`config.mk`:
```
export PLATFORM = sky130hd
export DESIGN_NAME = eeprom_page_host
export DESIGN_NICKNAME = d
export VERILOG_FILES = /design/src/eeprom_host_pkg.sv /design/src/eeprom_page_host.sv
export SDC_FILE = /design/constraint.sdc
export NUM_CORES = 1
export LEC_CHECK = 0
export BUFFER_PORTS_ARGS = -buffer_cell sky130_fd_sc_hd__buf_2
export CAP_MARGIN = 20
export CORE_MARGIN = 1
export CORE_UTILIZATION = 60
export DETAILED_ROUTE_END_ITERATION = 8
export PLACE_DENSITY = 0.81
export SYNTH_ARGS = -nofsm -noshare
export SYNTH_HDL_FRONTEND = slang
export SYNTH_SLANG_ARGS = --single-unit
```
`constraint.sdc`:
```
create_clock -name clk -period 6.8 [get_ports clk]
set_input_delay 1.36 -clock clk [delete_from_list [all_inputs] [get_ports clk]]
set_output_delay 1.36 -clock clk [all_outputs]
set_load 0.1 [all_outputs]
```
`src/eeprom_host_pkg.sv`:
```
// constants and the cycle timer shared by the eeprom page-write host
//
// Contract
// [RQ1] read: address stable, then chip select low, then output enable low, write high
// [RQ2] device passes read address, controls and data straight through its latches
// [RQ3] write starts only with address valid, select low, write low, output high
// [RQ4] device takes address and output state on the later falling select or write
// [RQ5] device takes write data on the earlier rising write or select edge
// [RQ6] device erases target bytes itself before storing them
// [RQ7] one page load holds one to 64 byte writes, any columns, any order
// [RQ8] device keeps the row of the first byte until the write cycle ends
// [RQ9] device takes the column afresh on every byte load
// [RQ10] host holds write low at least the least write pulse width
// [RQ11] device page timer runs from each rising write edge, held while low
// [RQ12] no new load within the window ends the page; internal write lasts 10 ms
// [RQ13] device ignores write attempts during the internal write
// [RQ14] reads during the internal write return the inverse of the last byte
// [RQ15] after the internal write, the last address reads back its true byte
// [RQ16] polling during a page load returns the inverse of the latest byte
// [RQ17] a polling read uses the same signalling and timing as a normal read
// [RQ18] ready line goes low after falling write, high when the write timer ends
// [RQ19] ready line only pulls low or floats; a pull-up gives the high
// [RQ20] host stretches a load by holding the strobe low; timer waits for the rise
// [RQ21] device writes nothing outside the one defined write state
// [RQ22] pulse width, load window and write duration are parameters, write 10 ms; the host takes the pulse width only from the package constant WRITE_PULSE_CYC
`timescale 1ns/1ps
`default_nettype none

package eeprom_host_pkg;
  // ************************************************************
  // geometry of the array and the page
  // ************************************************************
  localparam int ADDR_W     = 13;
  localparam int DATA_W     = 8;
  localparam int COL_W      = 6;
  localparam int ROW_W      = ADDR_W - COL_W;
  localparam int PAGE_BYTES = 64;
  localparam int CNT_W      = 7;
  localparam int TIMER_W    = 24;

  // ************************************************************
  // timing, in printed units, then in cycles of a 10 ns clock
  // ************************************************************
  localparam int CLK_PERIOD_NS        = 10;
  localparam int WRITE_PULSE_MIN_NS   = 150;
  localparam int BYTE_LOAD_WINDOW_NS  = 100000;
  localparam int READ_ACCESS_NS       = 250;
  localparam int WRITE_DURATION_MS    = 10;
  localparam int NS_PER_MS            = 1000000;
  // least times round up, longest round down
  localparam int WRITE_PULSE_CYC      = (WRITE_PULSE_MIN_NS + CLK_PERIOD_NS - 1) / CLK_PERIOD_NS;
  localparam int READ_ACCESS_CYC      = (READ_ACCESS_NS + CLK_PERIOD_NS - 1) / CLK_PERIOD_NS;
  localparam int BYTE_LOAD_WINDOW_CYC = BYTE_LOAD_WINDOW_NS / CLK_PERIOD_NS;
  localparam int WRITE_DURATION_CYC   = WRITE_DURATION_MS * NS_PER_MS / CLK_PERIOD_NS;
  // cycles lost between taking a request and the next falling write edge
  localparam int WINDOW_MARGIN        = 4;

  // ************************************************************
  // host sequencer states
  // ************************************************************
  typedef enum logic [7:0] {
    ST_IDLE     = 8'h01,
    ST_WR_SETUP = 8'h02,
    ST_WR_PULSE = 8'h04,
    ST_WR_REL   = 8'h08,
    ST_PG_OPEN  = 8'h10,
    ST_RD_ADDR  = 8'h20,
    ST_RD_CE    = 8'h40,
    ST_RD_WAIT  = 8'h80
  } host_state_e;
endpackage

// ************************************************************
// loadable down counter; expired while the count sits at zero
// ************************************************************
module cycle_timer #(
  parameter int W = eeprom_host_pkg::TIMER_W
) (
  input  wire logic         clk,
  input  wire logic         rst_n,
  input  wire logic         clk_en,
  input  wire logic         load,
  input  wire logic [W-1:0] load_val,
  output logic              expired
);
  typedef struct packed {
    logic [W-1:0] cnt;
  } timer_regs_s;

  timer_regs_s t_r;
  timer_regs_s t_nxt;

  // load wins over counting so a restart is never lost
  always_comb
  begin
    t_nxt = t_r;
    if (load)
    begin
      t_nxt.cnt = load_val;
    end
    else if (t_r.cnt != '0)
    begin
      t_nxt.cnt = t_r.cnt - W'(1);
    end
  end

  always_ff @(posedge clk or negedge rst_n)
  begin
    if (!rst_n)
    begin
      t_r <= '0;
    end
    else if (clk_en)
    begin
      t_r <= t_nxt;
    end
  end

  assign expired = (t_r.cnt == '0);
endmodule // cycle_timer

`default_nettype wire

```
`src/eeprom_page_host.sv`:
```
// host sequencer that drives a byte-wide page-write eeprom through its pins
`timescale 1ns/1ps
`default_nettype none

module eeprom_page_host #(
  parameter int BYTE_LOAD_WINDOW_CYC = eeprom_host_pkg::BYTE_LOAD_WINDOW_CYC,
  parameter int WRITE_DURATION_CYC   = eeprom_host_pkg::WRITE_DURATION_CYC
) (
  input  wire logic                                clk,
  input  wire logic                                rst_n,
  input  wire logic                                clk_en,
  // user side
  input  wire logic                                req_valid,
  input  wire logic                                req_write,
  input  wire logic [eeprom_host_pkg::ADDR_W-1:0]  req_addr,
  input  wire logic [eeprom_host_pkg::DATA_W-1:0]  req_wdata,
  input  wire logic                                hold_strobe,
  output logic                                     req_ready,
  output logic                                     rd_valid,
  output logic      [eeprom_host_pkg::DATA_W-1:0]  rd_data,
  output logic                                     wr_done,
  output logic                                     wr_timeout,
  output logic                                     busy,
  // eeprom pins
  output logic      [eeprom_host_pkg::ADDR_W-1:0]  ee_addr,
  output logic                                     ee_ce_n,
  output logic                                     ee_oe_n,
  output logic                                     ee_we_n,
  output logic      [eeprom_host_pkg::DATA_W-1:0]  ee_dq_o,
  output logic                                     ee_dq_oe,
  input  wire logic [eeprom_host_pkg::DATA_W-1:0]  ee_dq_i,
  input  wire logic                                ee_rdy_i
);
  localparam int AW = eeprom_host_pkg::ADDR_W;
  localparam int DW = eeprom_host_pkg::DATA_W;
  localparam int RW = eeprom_host_pkg::ROW_W;
  localparam int CW = eeprom_host_pkg::COL_W;
  localparam int NW = eeprom_host_pkg::CNT_W;
  localparam int TW = eeprom_host_pkg::TIMER_W;
  localparam int PULSE_CYC = eeprom_host_pkg::WRITE_PULSE_CYC;

  typedef struct packed {
    eeprom_host_pkg::host_state_e state;
    logic [AW-1:0]                addr;
    logic [DW-1:0]                dq_o;
    logic                         dq_oe;
    logic                         ce_n;
    logic                         oe_n;
    logic                         we_n;
    logic [AW-1:0]                last_addr;
    logic [DW-1:0]                last_data;
    logic [RW-1:0]                row;
    logic [NW-1:0]                count;
    logic                         poll;
    logic                         req_ready;
    logic                         rd_valid;
    logic [DW-1:0]                rd_data;
    logic                         wr_done;
    logic                         wr_timeout;
    logic                         busy;
  } host_regs_s;

  localparam host_regs_s REGS_RST = '{state: eeprom_host_pkg::ST_IDLE,
                                      ce_n: 1'h1, oe_n: 1'h1, we_n: 1'h1,
                                      default: '0};

  // ************************************************************
  // reset release
  // ************************************************************
  logic rst_q1_r;
  logic rst_sync_n;

  // release passes two flops so no state leaves reset mid-cycle
  always_ff @(posedge clk or negedge rst_n)
  begin
    if (!rst_n)
    begin
      rst_q1_r   <= 1'h0;
      rst_sync_n <= 1'h0;
    end
    else
    begin
      rst_q1_r   <= 1'h1;
      rst_sync_n <= rst_q1_r;
    end
  end

  // ************************************************************
  // timers: one for strobe, access and window, one for the write
  // ************************************************************
  host_regs_s    s_r;
  host_regs_s    s_nxt;
  logic          step_load;
  logic [TW-1:0] step_val;
  logic          step_done;
  logic          wcyc_load;
  logic          wcyc_done;
  logic          row_hit;

  cycle_timer #(.W(TW)) u_step_timer (
    .clk      (clk),
    .rst_n    (rst_sync_n),
    .clk_en   (clk_en),
    .load     (step_load),
    .load_val (step_val),
    .expired  (step_done)
  );

  cycle_timer #(.W(TW)) u_write_timer (
    .clk      (clk),
    .rst_n    (rst_sync_n),
    .clk_en   (clk_en),
    .load     (wcyc_load),
    .load_val (TW'(WRITE_DURATION_CYC - 1)),
    .expired  (wcyc_done)
  );

  // a byte may join the open page only on its row and below the page size
  assign row_hit = req_write && (req_addr[AW-1:CW] == s_r.row)
                   && (s_r.count < NW'(eeprom_host_pkg::PAGE_BYTES)); // see [RQ7] see [RQ8]

  // ************************************************************
  // sequencer
  // ************************************************************
  always_comb
  begin
    s_nxt            = s_r;
    step_load        = 1'h0;
    step_val         = '0;
    wcyc_load        = 1'h0;
    s_nxt.rd_valid   = 1'h0;
    s_nxt.wr_done    = 1'h0;
    s_nxt.wr_timeout = 1'h0;
    unique case (s_r.state)
      eeprom_host_pkg::ST_IDLE:
      begin
        s_nxt.req_ready = 1'h1;
        if (req_valid && s_r.req_ready)
        begin
          s_nxt.req_ready = 1'h0;
          s_nxt.addr      = req_addr;
          s_nxt.we_n      = 1'h1; // see [RQ1]
          if (req_write)
          begin
            // address, data and output-high settle a cycle before the strobes
            s_nxt.dq_o  = req_wdata;
            s_nxt.dq_oe = 1'h1;
            s_nxt.oe_n  = 1'h1; // see [RQ3]
            s_nxt.row   = req_addr[AW-1:CW];
            s_nxt.count = '0;
            s_nxt.busy  = 1'h1;
            s_nxt.state = eeprom_host_pkg::ST_WR_SETUP;
          end
          else
          begin
            s_nxt.poll  = 1'h0;
            s_nxt.state = eeprom_host_pkg::ST_RD_ADDR;
          end
        end
      end
      eeprom_host_pkg::ST_WR_SETUP:
      begin
        // both strobes fall together, so the write is strobe controlled
        s_nxt.ce_n  = 1'h0;
        s_nxt.we_n  = 1'h0; // see [RQ3]
        step_load   = 1'h1;
        step_val    = TW'(PULSE_CYC - 1); // see [RQ10]
        s_nxt.state = eeprom_host_pkg::ST_WR_PULSE;
      end
      eeprom_host_pkg::ST_WR_PULSE:
      begin
        // the user may stretch the load; the device timer waits for the rise
        if (step_done && !hold_strobe) // see [RQ10] see [RQ20]
        begin
          s_nxt.we_n      = 1'h1;
          s_nxt.ce_n      = 1'h1;
          s_nxt.last_addr = s_r.addr;
          s_nxt.last_data = s_r.dq_o;
          s_nxt.count     = s_r.count + NW'(1);
          step_load       = 1'h1;
          step_val        = TW'(BYTE_LOAD_WINDOW_CYC - eeprom_host_pkg::WINDOW_MARGIN); // see [RQ12]
          s_nxt.state     = eeprom_host_pkg::ST_WR_REL;
        end
      end
      eeprom_host_pkg::ST_WR_REL:
      begin
        // data held one cycle past the rise for hold time
        s_nxt.dq_oe     = 1'h0;
        s_nxt.req_ready = 1'h1;
        s_nxt.state     = eeprom_host_pkg::ST_PG_OPEN;
      end
      eeprom_host_pkg::ST_PG_OPEN:
      begin
        if (step_done || (req_valid && !row_hit))
        begin
          // page closes: poll the last byte; a foreign request waits
          s_nxt.req_ready = 1'h0;
          s_nxt.poll      = 1'h1;
          s_nxt.addr      = s_r.last_addr; // see [RQ15]
          wcyc_load       = 1'h1; // see [RQ12] see [RQ13]
          s_nxt.state     = eeprom_host_pkg::ST_RD_ADDR;
        end
        else if (req_valid)
        begin
          s_nxt.req_ready = 1'h0;
          s_nxt.addr      = req_addr; // see [RQ9]
          s_nxt.dq_o      = req_wdata;
          s_nxt.dq_oe     = 1'h1;
          s_nxt.state     = eeprom_host_pkg::ST_WR_SETUP;
        end
      end
      eeprom_host_pkg::ST_RD_ADDR:
      begin
        s_nxt.ce_n  = 1'h0; // see [RQ1]
        s_nxt.state = eeprom_host_pkg::ST_RD_CE;
      end
      eeprom_host_pkg::ST_RD_CE:
      begin
        s_nxt.oe_n  = 1'h0; // see [RQ1]
        step_load   = 1'h1;
        step_val    = TW'(eeprom_host_pkg::READ_ACCESS_CYC - 1);
        s_nxt.state = eeprom_host_pkg::ST_RD_WAIT;
      end
      eeprom_host_pkg::ST_RD_WAIT:
      begin
        if (step_done)
        begin
          s_nxt.ce_n = 1'h1;
          s_nxt.oe_n = 1'h1;
          if (!s_r.poll)
          begin
            s_nxt.rd_valid  = 1'h1;
            s_nxt.rd_data   = ee_dq_i;
            s_nxt.req_ready = 1'h1;
            s_nxt.state     = eeprom_host_pkg::ST_IDLE;
          end
          // inverted data means still writing; the pulled-up ready confirms
          else if (((ee_dq_i == s_r.last_data) && ee_rdy_i) || wcyc_done) // see [RQ14] see [RQ19]
          begin
            s_nxt.wr_done    = 1'h1;
            s_nxt.wr_timeout = wcyc_done && (ee_dq_i != s_r.last_data);
            s_nxt.poll       = 1'h0;
            s_nxt.busy       = 1'h0;
            s_nxt.req_ready  = 1'h1;
            s_nxt.state      = eeprom_host_pkg::ST_IDLE;
          end
          else
          begin
            // same read sequence again, select high for one cycle
            s_nxt.state = eeprom_host_pkg::ST_RD_ADDR; // see [RQ17]
          end
        end
      end
      default:
      begin
        s_nxt = REGS_RST;
      end
    endcase
  end

  // single state register, frozen while the clock enable is low
  always_ff @(posedge clk or negedge rst_sync_n)
  begin
    if (!rst_sync_n)
    begin
      s_r <= REGS_RST;
    end
    else if (clk_en)
    begin
      s_r <= s_nxt;
    end
  end

  // outputs straight from the state register
  assign req_ready  = s_r.req_ready;
  assign rd_valid   = s_r.rd_valid;
  assign rd_data    = s_r.rd_data;
  assign wr_done    = s_r.wr_done;
  assign wr_timeout = s_r.wr_timeout;
  assign busy       = s_r.busy;
  assign ee_addr    = s_r.addr;
  assign ee_ce_n    = s_r.ce_n;
  assign ee_oe_n    = s_r.oe_n;
  assign ee_we_n    = s_r.we_n;
  assign ee_dq_o    = s_r.dq_o;
  assign ee_dq_oe   = s_r.dq_oe;

  // ************************************************************
  // checks on the pin sequencing
  // ************************************************************
  logic [7:0] we_low_cnt;

  // counts cycles of write low, saturating
  always_ff @(posedge clk or negedge rst_sync_n)
  begin
    if (!rst_sync_n)
    begin
      we_low_cnt <= '0;
    end
    else if (s_r.we_n)
    begin
      we_low_cnt <= '0;
    end
    else if (we_low_cnt != 8'hFF)
    begin
      we_low_cnt <= we_low_cnt + 8'h01;
    end
  end
endmodule // eeprom_page_host

`default_nettype wire

```
==> impl_metrics.env, run 1 <==
export IMPL_synth_nets=844
export IMPL_final_layout_size_suffix_gt1_frac=0.204
export IMPL_synth_area_leader_cell="dfrtp_1"
export IMPL_grt_pass1_wl_um=28400
export IMPL_grt_max_degree=69
export IMPL_setup_viol=0
export IMPL_max_slew_margin_rel=0.350
export IMPL_synth_top_cells_by_area="dfrtp_1 (43%), nand2_1 (5.3%), o21ai_0 (4.6%), mux2_2 (4.2%), buf_4 (3.4%)"
export IMPL_yosysTopAreaCellShare=0.425
export IMPL_timing_critical_path_arrival_ns=3.93
export IMPL_detail_route_wirelength_um=16800
export IMPL_grt_antenna_before_repair=0
export IMPL_p_comb_frac=0.431
export IMPL_areaGrowthSynthToFinish_pct=11.3
export IMPL_synth_async_reset_ratio=1.00
export IMPL_die_h_um=114
export IMPL_multi_input_area_um2=3680
export IMPL_cts_resized=0
export IMPL_stdcell_area_um2=8380
export IMPL_finalCriticalPeriod_ns=3.59
export IMPL_worst_setup_hold_path_clk_slew_ns=0.06
export IMPL_place_area_um2=7760
export IMPL_cp_slowest_cell="o21a_1"
export IMPL_final_max_slew_viol_count=0
export IMPL_cellLeakagePower_nw=3.74
export IMPL_hold_depth=0
export IMPL_post_cts_buffers=0
export IMPL_p_per_area_nw_per_um2=452
export IMPL_worst_path_buf_inv=2
export IMPL_ir_drop_v=0.000371
export IMPL_floorplan_initialDensity=0.622
export IMPL_cts_hold_buf=0
export IMPL_tns_ns=0
export IMPL_cts_root_buf="clkbuf_16"
export IMPL_power_frac_seq=0.321
export IMPL_ys_dominant_reg_cell="dfrtp_1"
export IMPL_grt_setup_unrepaired="no"
export IMPL_biggest_cell_delay_along_the_critical_path_ns=0.74
export IMPL_fmaxAchievable_mhz=279
export IMPL_cts_max_level=4
export IMPL_drc=0
export IMPL_p_clk_frac=0.248
export IMPL_worst_setup_path_type="register to register"
export IMPL_cts_made_buffers=17
export IMPL_dpl_hpwl_um=11700
export IMPL_yosysUniqueCellTypes=79
export IMPL_drv_max_cap_violation_count=0
export IMPL_synth_warning_count=0
export IMPL_r2r_cells=9
export IMPL_path_depth=9
export IMPL_vias_per_cell=5.91
export IMPL_max_clock_path_buffers=2
export IMPL_worst_hold_path_type="register to register"
export IMPL_grt_usage=0.281
export IMPL_core_rowCount=40
export IMPL_detail_route_iter0_violations=474
export IMPL_post_synth_instance_area_um2=7530
export IMPL_worst_ep_required_time_ns=7.14
export IMPL_globalRoute_totalOverflow=0
export IMPL_switching_power_mw=1.66
export IMPL_finalWeightedCongestion=0.910
export IMPL_clock_tree_from_tritoncts="yes"
export IMPL_worst_path_dominant_cell_family="simple AND/OR/NAND/NOR gates"
export IMPL_synth_avg_cell_area_um2=9.36
export IMPL_placement_io_buffers=73
export IMPL_chipWidth_um=114
export IMPL_power_share_switching=0.440
export IMPL_setup_worst_path_start_class="register"
export IMPL_fillerInstances=928
export IMPL_maximum_net_fanout_on_the_critical_path=18
export IMPL_run_status="complete, no violations"
export IMPL_clock_insertion_delay_worst_skew_ns=0.43
export IMPL_post_route_period_util=0.528
export IMPL_postRouteAntennaNets=0
export IMPL_first_global_vias=5818
export IMPL_layout_area_seq_um2=3310
export IMPL_worstPathCellList="inv_1 -> ha_1 -> or4b_1 -> or4_4 -> nor2_1 -> o21a_1 -> nor3b_1 -> buf_4 -> mux2i_1"
export IMPL_antenna_diode_count=0
export IMPL_layout_nets=877
export IMPL_report_final_hold_viol_count=0
export IMPL_synth_edff_count=0
export IMPL_synth_cells=804
export IMPL_fp_dieArea_um2=13000
export IMPL_finClkSkew_ns=0.0106
export IMPL_tritoncts_num_sinks=132
export IMPL_ys_ff_latch=132
export IMPL_p_int_mw=2.12
export IMPL_most_common_layout_cells="dfrtp_1 (127), nand2_1 (106), buf_2 (73), o21ai_0 (69), nor2_1 (47)"
export IMPL_num_io_pins=74
export IMPL_via_count=6010
export IMPL_dr_pass1_iters=5
export IMPL_layout_cells_most_common="dfrtp_1"
export IMPL_placeableCoreArea_um2=12100
export IMPL_detail_route_wl_per_cell_um=16.6
export IMPL_max_slew_worst_pin_slew_ns=0.972
export IMPL_critical_path_endpoint_type="register"
export IMPL_synth_yosys_seq_area_share=0.439
[path summary, 6_finish.rpt]
check | start | to | slack, ns
worst max-delay path | u_step_timer.t_r[0] | ee_dq_o[3] | 3.21
worst min-delay path | rst_q1_r | rst_sync_n | 0.36
worst max register to register | u_step_timer.t_r[0] | ee_dq_o[3] | 3.21
worst min register to register | rst_q1_r | rst_sync_n | 0.36
max in group asynchronous | rst_sync_n | u_write_timer.t_r[4] | 5.00
min in group asynchronous | rst_sync_n | s_r[19] | 0.43
[routing by layer]
layer,GRT usage,vias to the layer above,wire [um]
met5,0,-,0
met2,0.454,168,8170
li1,-,2900,-
met4,0.111,0,311
met3,0.0574,24,817
met1,0.373,2918,7550
[through the flow]
step                hold slack [ns]  total power, mW  instances   util  setup slack (ns)
floorplan                     0.331             2.56        804      -              2.86
global placement              0.341             2.78        985  0.640              3.34
detailed placement            0.340             2.83        985  0.640              3.22
CTS                           0.365             3.79       1016  0.691              3.23
global route                  0.373             4.00       1017  0.692              2.95
finish                        0.362             3.78       1017  0.692              3.21
[Yosys cell counts (5+ instances only)]
cell type  instances
inv_1             33
clkbuf_1          24
or3_1             17
buf_4             34
dfrtp_1          128
mux2i_1           25
a22o_1            15
nand3_1           17
xor2_1            20
nand4_1           17
o21a_1             5
nor2b_1           11
o21ai_0           69
and3_1             8
xnor2_1           22
a21boi_0           5
nor3_1            30
mux2_2            28
nand2_1          106
or4_1              9
a21oi_1           20
o211ai_1           5
nor2_1            48
nor4_1            17
[area by class of cell]
class / count / share of cell area
well taps: 168 / 0.0251
multi-input cells: 570 / 0.439
inverters: 33 / 0.0148
clock inverters: 11 / 0.0182
repair buffers: 83 / 0.0534
clock buffers: 20 / 0.0545
flip-flops and latches: 132 / 0.395
[power by group through the flow]
stage	Combinational [mW]	Clock, mW	Sequential, mW
floorplan	1.31	0	1.24
global placement	1.58	0	1.20
detailed placement	1.62	0	1.22
CTS	1.63	0.951	1.21
global route	1.77	0.983	1.24
finish	1.63	0.939	1.21
[worst reg2reg max path: cells and delay by family, from the launching register on]
kind / cells / cell delay [ns]
simple gates: 4 / 1.71
compound gates: 1 / 0.74
flops: 1 / 0.39
buf+inv: 2 / 0.34
mux: 1 / 0.18
fa+ha+maj: 1 / 0.15
[cell families (layout without fill, tap and decap cells)]
kind of cell	Yosys count	after routing	share of synthesized area
simple gates	318	318	0.223
buf+inv	102	147	0.0725
compound gates	152	152	0.134
xor+xnor	42	42	0.0489
mux	53	53	0.0751
fa+ha+maj	4	4	0.00665
flops	132	132	0.439
other cells	1	1	0.000498
[sequential cells by signal, summed over array words and instances (netlist names)]
| signal | count |
|---|---|
| ee_oe_n | 1 |
| ee_ce_n | 1 |
| ee_we_n | 1 |
| rd_data | 8 |
| u_step_timer.t_r | 24 |
| wr_done | 1 |
| rd_valid | 1 |
| busy | 1 |
| req_ready | 1 |
| ee_addr | 13 |
| wr_timeout | 1 |
| s_r | 44 |
| rst_q1_r | 1 |
| ee_dq_o | 8 |
| ee_dq_oe | 1 |
| u_write_timer.t_r | 24 |
| rst_sync_n | 1 |
No activity file was read; power rests on OpenSTA's default activity.
==> run 2, diff against run 1 <==
Clock period 6.8 ns to 3.4 ns, I/O delays scaled along.
==> run 2 against run 1 <==
Effect of this change:
- final cell count is 2.0% higher
- cell area is 1.6% higher
- combinational power is 110% higher
- via count is 4.6% higher
- die area stayed put
- non-clock buffer count is 19 higher
- wire length is 7.5% higher
- fmax is 17% higher
- first-iteration DRC count is 29% higher
- worst setup slack worse by 2.9 ns
- critical path type unchanged
- largest power group unchanged
- highest routed layer unchanged
==> impl_metrics.env, run 2 (same netlist as run 1, synthesis figures left out) <==
export IMPL_grt_max_degree=85
export IMPL_die_h_um=114
export IMPL_vias_per_cell=6.06
export IMPL_grt_pass1_wl_um=30400
export IMPL_reg_top3="s_r (44), u_step_timer.t_r (24), u_write_timer.t_r (24)"
export IMPL_detail_route_iter0_violations=613
export IMPL_maximum_net_fanout_on_the_critical_path=14
export IMPL_worst_path_dominant_cell_family="simple AND/OR/NAND/NOR gates"
export IMPL_p_comb_frac=0.446
export IMPL_setup_worst_path_start_class="register"
export IMPL_worst_setup_path_type="register to register"
export IMPL_chipWidth_um=114
export IMPL_post_route_period_util=0.906
export IMPL_finalWeightedCongestion=0.945
export IMPL_dp_worst_setup_slack_ns=0.344
export IMPL_drc=0
export IMPL_globalRoute_totalOverflow=0
export IMPL_p_clk_frac=0.239
export IMPL_grt_usage=0.299
export IMPL_final_layout_size_suffix_gt1_frac=0.221
export IMPL_final_max_slew_viol_count=0
export IMPL_antenna_diode_count=0
export IMPL_post_cts_buffers=0
export IMPL_areaGrowthSynthToFinish_pct=13.1
export IMPL_finClkSkew_ns=0.00908
export IMPL_timing_critical_path_arrival_ns=3.39
export IMPL_clock_tree_from_tritoncts="yes"
export IMPL_placeableCoreArea_um2=12100
export IMPL_first_global_vias=6291
export IMPL_power_frac_seq=0.314
export IMPL_run_status="complete, no violations"
export IMPL_dr_pass1_iters=5
export IMPL_detail_route_wirelength_um=18100
export IMPL_cts_made_buffers=17
export IMPL_fmaxAchievable_mhz=325
export IMPL_worst_setup_hold_path_clk_slew_ns=0.06
export IMPL_fp_dieArea_um2=13000
export IMPL_tritoncts_num_sinks=132
export IMPL_fin_worst_hold_slack_ns=0.0253
export IMPL_postRouteAntennaNets=0
export IMPL_detail_route_wl_per_cell_um=17.5
export IMPL_cts_hold_buf=0
export IMPL_placement_io_buffers=73
export IMPL_grt_setup_unrepaired="no"
export IMPL_clock_insertion_delay_worst_skew_ns=0.43
export IMPL_critical_path_endpoint_type="register"
export IMPL_most_common_layout_cells="dfrtp_1 (127), nand2_1 (106), buf_2 (73), o21ai_0 (69), nor2_1 (48)"
export IMPL_layout_nets=896
export IMPL_utilization=0.703
export IMPL_core_rowCount=40
export IMPL_p_per_area_nw_per_um2=901
export IMPL_p_int_mw=4.23
export IMPL_finalCriticalPeriod_ns=3.08
export IMPL_cts_max_level=4
export IMPL_max_clock_path_buffers=2
export IMPL_worst_path_buf_inv=2
export IMPL_final_critical_path_setup_slack_ns=0.320
export IMPL_cellLeakagePower_nw=3.84
export IMPL_floorplan_initialDensity=0.622
export IMPL_drv_max_cap_violation_count=0
export IMPL_worst_hold_path_type="primary input to asynchronous set/reset pin"
export IMPL_worstPathCellList="inv_1 -> ha_1 -> or4b_1 -> or4_4 -> nor2_1 -> buf_4 -> o31a_1 -> o2111a_2 -> mux2_2"
export IMPL_top_register="s_r"
export IMPL_stdcell_area_um2=8520
export IMPL_cp_slowest_cell="or4_4"
export IMPL_layout_cells_most_common="dfrtp_1"
export IMPL_ir_drop_v=0.000564
export IMPL_max_slew_margin_rel=0.368
export IMPL_num_io_pins=74
export IMPL_max_slew_worst_pin_slew_ns=0.939
export IMPL_switching_power_mw=3.44
export IMPL_report_final_hold_viol_count=0
export IMPL_via_count=6289
export IMPL_power_share_switching=0.448
export IMPL_cts_root_buf="clkbuf_16"
export IMPL_largest_register_ff_count=44
export IMPL_cts_resized=0
export IMPL_worst_ep_required_time_ns=3.71
export IMPL_biggest_cell_delay_along_the_critical_path_ns=0.52
export IMPL_place_area_um2=7900
export IMPL_setup_viol=0
export IMPL_grt_antenna_before_repair=0
export IMPL_dpl_hpwl_um=12300
export IMPL_tns_ns=0
## run 2: cell types whose count changed in the layout (fill, tap and decap cells not counted), sizes merged
cell,change
clkinvlp,-1
clkinv,+2
bufinv,-1
clkbuf,-1
buf,+19
inv,+2
## run 2: cell type report
type / instances / area, um^2
Clock buffer: 19 / 443
Tap cell: 168 / 210
Multi-Input combinational cell: 570 / 3670
Clock inverter: 13 / 150
Sequential cell: 132 / 3310
Inverter: 33 / 124
Fill cell: 907 / 3590
Timing Repair Buffer: 102 / 603
## run 2: worst paths after layout
path,startpoint,to,slack [ns],depth (start not counted)
worst min register to register,rst_sync_n,s_r[14],0.17,0
max in group asynchronous,rst_sync_n,s_r[23],2.25,2
worst min-delay path,rst_n,rst_sync_n,0.03,1
min in group clk,rst_q1_r,rst_sync_n,0.37,0
worst max-delay path,u_step_timer.t_r[0],ee_addr[3],0.32,9
worst max register to register,u_step_timer.t_r[0],ee_addr[3],0.32,9
## run 2: per-stage QoR
| step | power (mW) | std cells |
|---|---|---|
| 6_report | 7.67 | 1037 |
| 5_1_grt | 8.09 | 1037 |
| 3_5_place_dp | 5.78 | 1004 |
| 2_1_floorplan | 5.12 | 804 |
| 4_1_cts | 7.65 | 1036 |
| 3_3_place_gp | 5.67 | 1004 |
## run 2: power groups by stage
stage	logic [mW]	registers (mW)	clock network, mW
final	3.43	2.41	1.84
after global routing	3.71	2.47	1.92
after CTS	3.38	2.42	1.85
after detailed placement	3.35	2.43	0
after global placement	3.27	2.40	0
after floorplan	2.63	2.49	0
## run 2: metal layers
layer  track usage  wire length (um)  up-vias
li1              -                 -     2940
met1         0.392              7650     3068
met2         0.475              8860      233
met3        0.0691              1180       48
met4         0.138               424        0
met5             0                 0        -
==> run 3, diff against run 2 <==
Settings changed: CORE_UTILIZATION 60 to 54, PLACE_DENSITY 0.81 to 0.77, RECOVER_POWER from default to 50.
Clock period 3.4 ns to 2.7 ns, I/O delays scaled along.
==> run 3 against run 2 <==
Effect of this change:
- worst setup slack worse by 0.36 ns
- combinational power grew 45%
- largest cell class unchanged
- total power rose by 31%
- fmax grew 12%
- sequential share of layout area down 2.7 points
- the run now ends with setup timing left
- global-route usage shrank 3.2 points
- register-to-register slack got worse by 0.36 ns
- flip-flop and latch count is the same
- critical path depth shrank 1
- core utilization shrank 2.1 points
- first-iteration DRC count rose by 1.3%
==> impl_metrics.env, run 3 (same netlist as run 1, synthesis figures left out) <==
export IMPL_run_status="finished with violations"
export IMPL_violations_in_the_final_reports="setup timing"
export IMPL_cellLeakagePower_nw=4.18
export IMPL_critical_path_endpoint_type="register"
export IMPL_detail_route_wirelength_um=18500
export IMPL_final_instance_count_excl_fill=1108
export IMPL_fp_dieArea_um2=14400
export IMPL_tns_ns=-0.367
export IMPL_ff2ff_setup_slack_ns=-0.04
export IMPL_detail_route_wl_per_cell_um=16.7
export IMPL_switching_power_mw=4.44
export IMPL_setup_worst_path_start_class="register"
export IMPL_crit_start="u_step_timer.t_r[0]"
export IMPL_finalCriticalPeriod_ns=2.74
export IMPL_fmaxAchievable_mhz=365
export IMPL_stdcell_area_um2=9140
export IMPL_power_share_switching=0.442
export IMPL_floorplan_initialDensity=0.562
export IMPL_antenna_diode_count=0
export IMPL_dp_worst_setup_slack_ns=-0.101
export IMPL_worst_ep_required_time_ns=3.04
export IMPL_finClkSkew_ns=0.00814
export IMPL_timing_rr_start="u_step_timer.t_r[0]"
export IMPL_finalWeightedCongestion=0.943
export IMPL_layout_nets=959
export IMPL_max_slew_worst_pin_slew_ns=1.04
export IMPL_dpl_hpwl_um=12600
export IMPL_final_max_slew_viol_count=0
export IMPL_worst_setup_path_type="register to register"
export IMPL_cts_made_buffers=17
export IMPL_first_global_vias=6157
export IMPL_utilization=0.682
export IMPL_clock_insertion_delay_worst_skew_ns=0.43
export IMPL_chipWidth_um=120
export IMPL_final_critical_path_setup_slack_ns=-0.0422
export IMPL_num_io_pins=74
export IMPL_tritoncts_num_sinks=132
export IMPL_worst_hold_path_type="primary input to register"
export IMPL_worst_setup_hold_path_clk_slew_ns=0.06
export IMPL_hold_depth=3
export IMPL_p_per_area_nw_per_um2=1100
export IMPL_drv_max_cap_violation_count=0
export IMPL_timing_critical_path_arrival_ns=3.09
export IMPL_power_frac_seq=0.293
export IMPL_cts_max_level=4
export IMPL_p_clk_frac=0.212
export IMPL_grt_max_degree=71
export IMPL_detail_route_iter0_violations=621
export IMPL_r2r_cells=8
export IMPL_core_rowCount=42
export IMPL_hold_path_startpoint="req_wdata[6]"
export IMPL_grt_pass1_wl_um=30100
export IMPL_maximum_net_fanout_on_the_critical_path=6
export IMPL_most_common_layout_cells="dfrtp_1 (128), nand2_1 (105), buf_4 (74), buf_2 (72), o21ai_0 (62)"
export IMPL_placement_io_buffers=73
export IMPL_via_count=6403
export IMPL_die_h_um=120
export IMPL_p_int_mw=5.60
export IMPL_ir_drop_v=0.000819
export IMPL_vias_per_cell=5.78
export IMPL_p_comb_frac=0.496
export IMPL_clock_tree_from_tritoncts="yes"
export IMPL_final_layout_size_suffix_gt1_frac=0.289
export IMPL_post_place_cells=1064
export IMPL_grt_setup_unrepaired="yes"
export IMPL_placeableCoreArea_um2=13400
export IMPL_grt_antenna_before_repair=0
export IMPL_drc=0
export IMPL_cts_root_buf="clkbuf_16"
export IMPL_fillerInstances=1039
export IMPL_hold_path_endpoint="ee_dq_o[6]"
export IMPL_place_area_um2=8410
export IMPL_layout_cells_most_common="dfrtp_1"
export IMPL_reg_top3="s_r (44), u_step_timer.t_r (24), u_write_timer.t_r (24)"
export IMPL_areaGrowthSynthToFinish_pct=21.5
export IMPL_grt_usage=0.267
export IMPL_postRouteAntennaNets=0
export IMPL_globalRoute_totalOverflow=0
export IMPL_dr_pass1_iters=5
export IMPL_post_route_period_util=1.02
export IMPL_max_slew_margin_rel=0.310
export IMPL_report_final_hold_viol_count=0
export IMPL_max_clock_path_buffers=2
export IMPL_largest_register_ff_count=44
export IMPL_setup_viol=30
export IMPL_reg2reg_to="u_write_timer.t_r[11]"
export IMPL_top_register="s_r"
-- run 3: changes by cell type in the layout (fill, tap and decap cells not counted), moves of 4 or more --
cell / before / now
buf_12: 0 / 7
a21boi_1: 0 / 5
a21boi_0: 5 / 0
a21oi_1: 20 / 16
buf_4: 28 / 74
o21ai_0: 69 / 62
o21ai_1: 1 / 7
buf_6: 0 / 6
-- run 3: through the flow --
stage                     power, mW  hold WS (ns)
after global routing           10.6         0.348
after global placement         7.64         0.254
after floorplan                6.45         0.244
after CTS                      9.96         0.262
after detailed placement       7.72         0.256
final                          10.0         0.352
-- run 3: layout make-up --
type                       count  area, um^2  share of cell area
inverter                      33         124              0.0135
timing repair buffer         163        1150               0.126
tap                          176         220              0.0241
clock buffer                  18         439              0.0480
sequential                   132        3310               0.362
clock inverter                14         106              0.0116
multi-input combinational    572        3800               0.415
-- run 3: worst max-delay path by stage --
stage | slack [ns] | end
final | -0.04 | u_write_timer.t_r[11]
after global routing | -0.18 | s_r[17]
after CTS | -0.03 | ee_addr[5]
after detailed placement | -0.10 | s_r[81]
after global placement | -0.04 | s_r[81]
after floorplan | -0.13 | s_r[75]
-- run 3: power by group through the flow --
stage | sequential [mW] | clock (mW) | combinational [mW]
6_report | 2.94 | 2.12 | 4.98
2_1_floorplan | 3.14 | 0 | 3.32
3_5_place_dp | 2.95 | 0 | 4.77
4_1_cts | 2.93 | 2.15 | 4.88
3_3_place_gp | 2.94 | 0 | 4.70
5_1_grt | 3.00 | 2.24 | 5.34
-- run 3: timing repair --
action | 4_1_cts | 5_1_grt
pin swaps | 0 | 6
endpoints found under the hold margin | 2 | 0
setup buffers | 5 | 3
gates cloned | 1 | 2
setup endpoints to repair | 44 | 99
gates resized for setup | 13 | 26
hold buffers | 1 | 0
-- run 3: per-layer routing --
| layer | vias up | global-route usage | part of all wire |
|---|---|---|---|
| met5 | - | 0 | 0 |
| met4 | 0 | 0.0992 | 0.021 |
| met3 | 38 | 0.0656 | 0.053 |
| met2 | 206 | 0.420 | 0.48 |
| met1 | 3090 | 0.356 | 0.45 |
| li1 | 3069 | - | - |
-- run 3: worst max-delay path, cell delays in order, from the launching register on --
cell and delay, ns:
dfrtp_1 0.38, inv_2 0.07, ha_1 0.13, or4b_1 0.42
or4_4 0.48, or3_4 0.43, and3_4 0.22, or3_1 0.36
a21oi_1 0.16
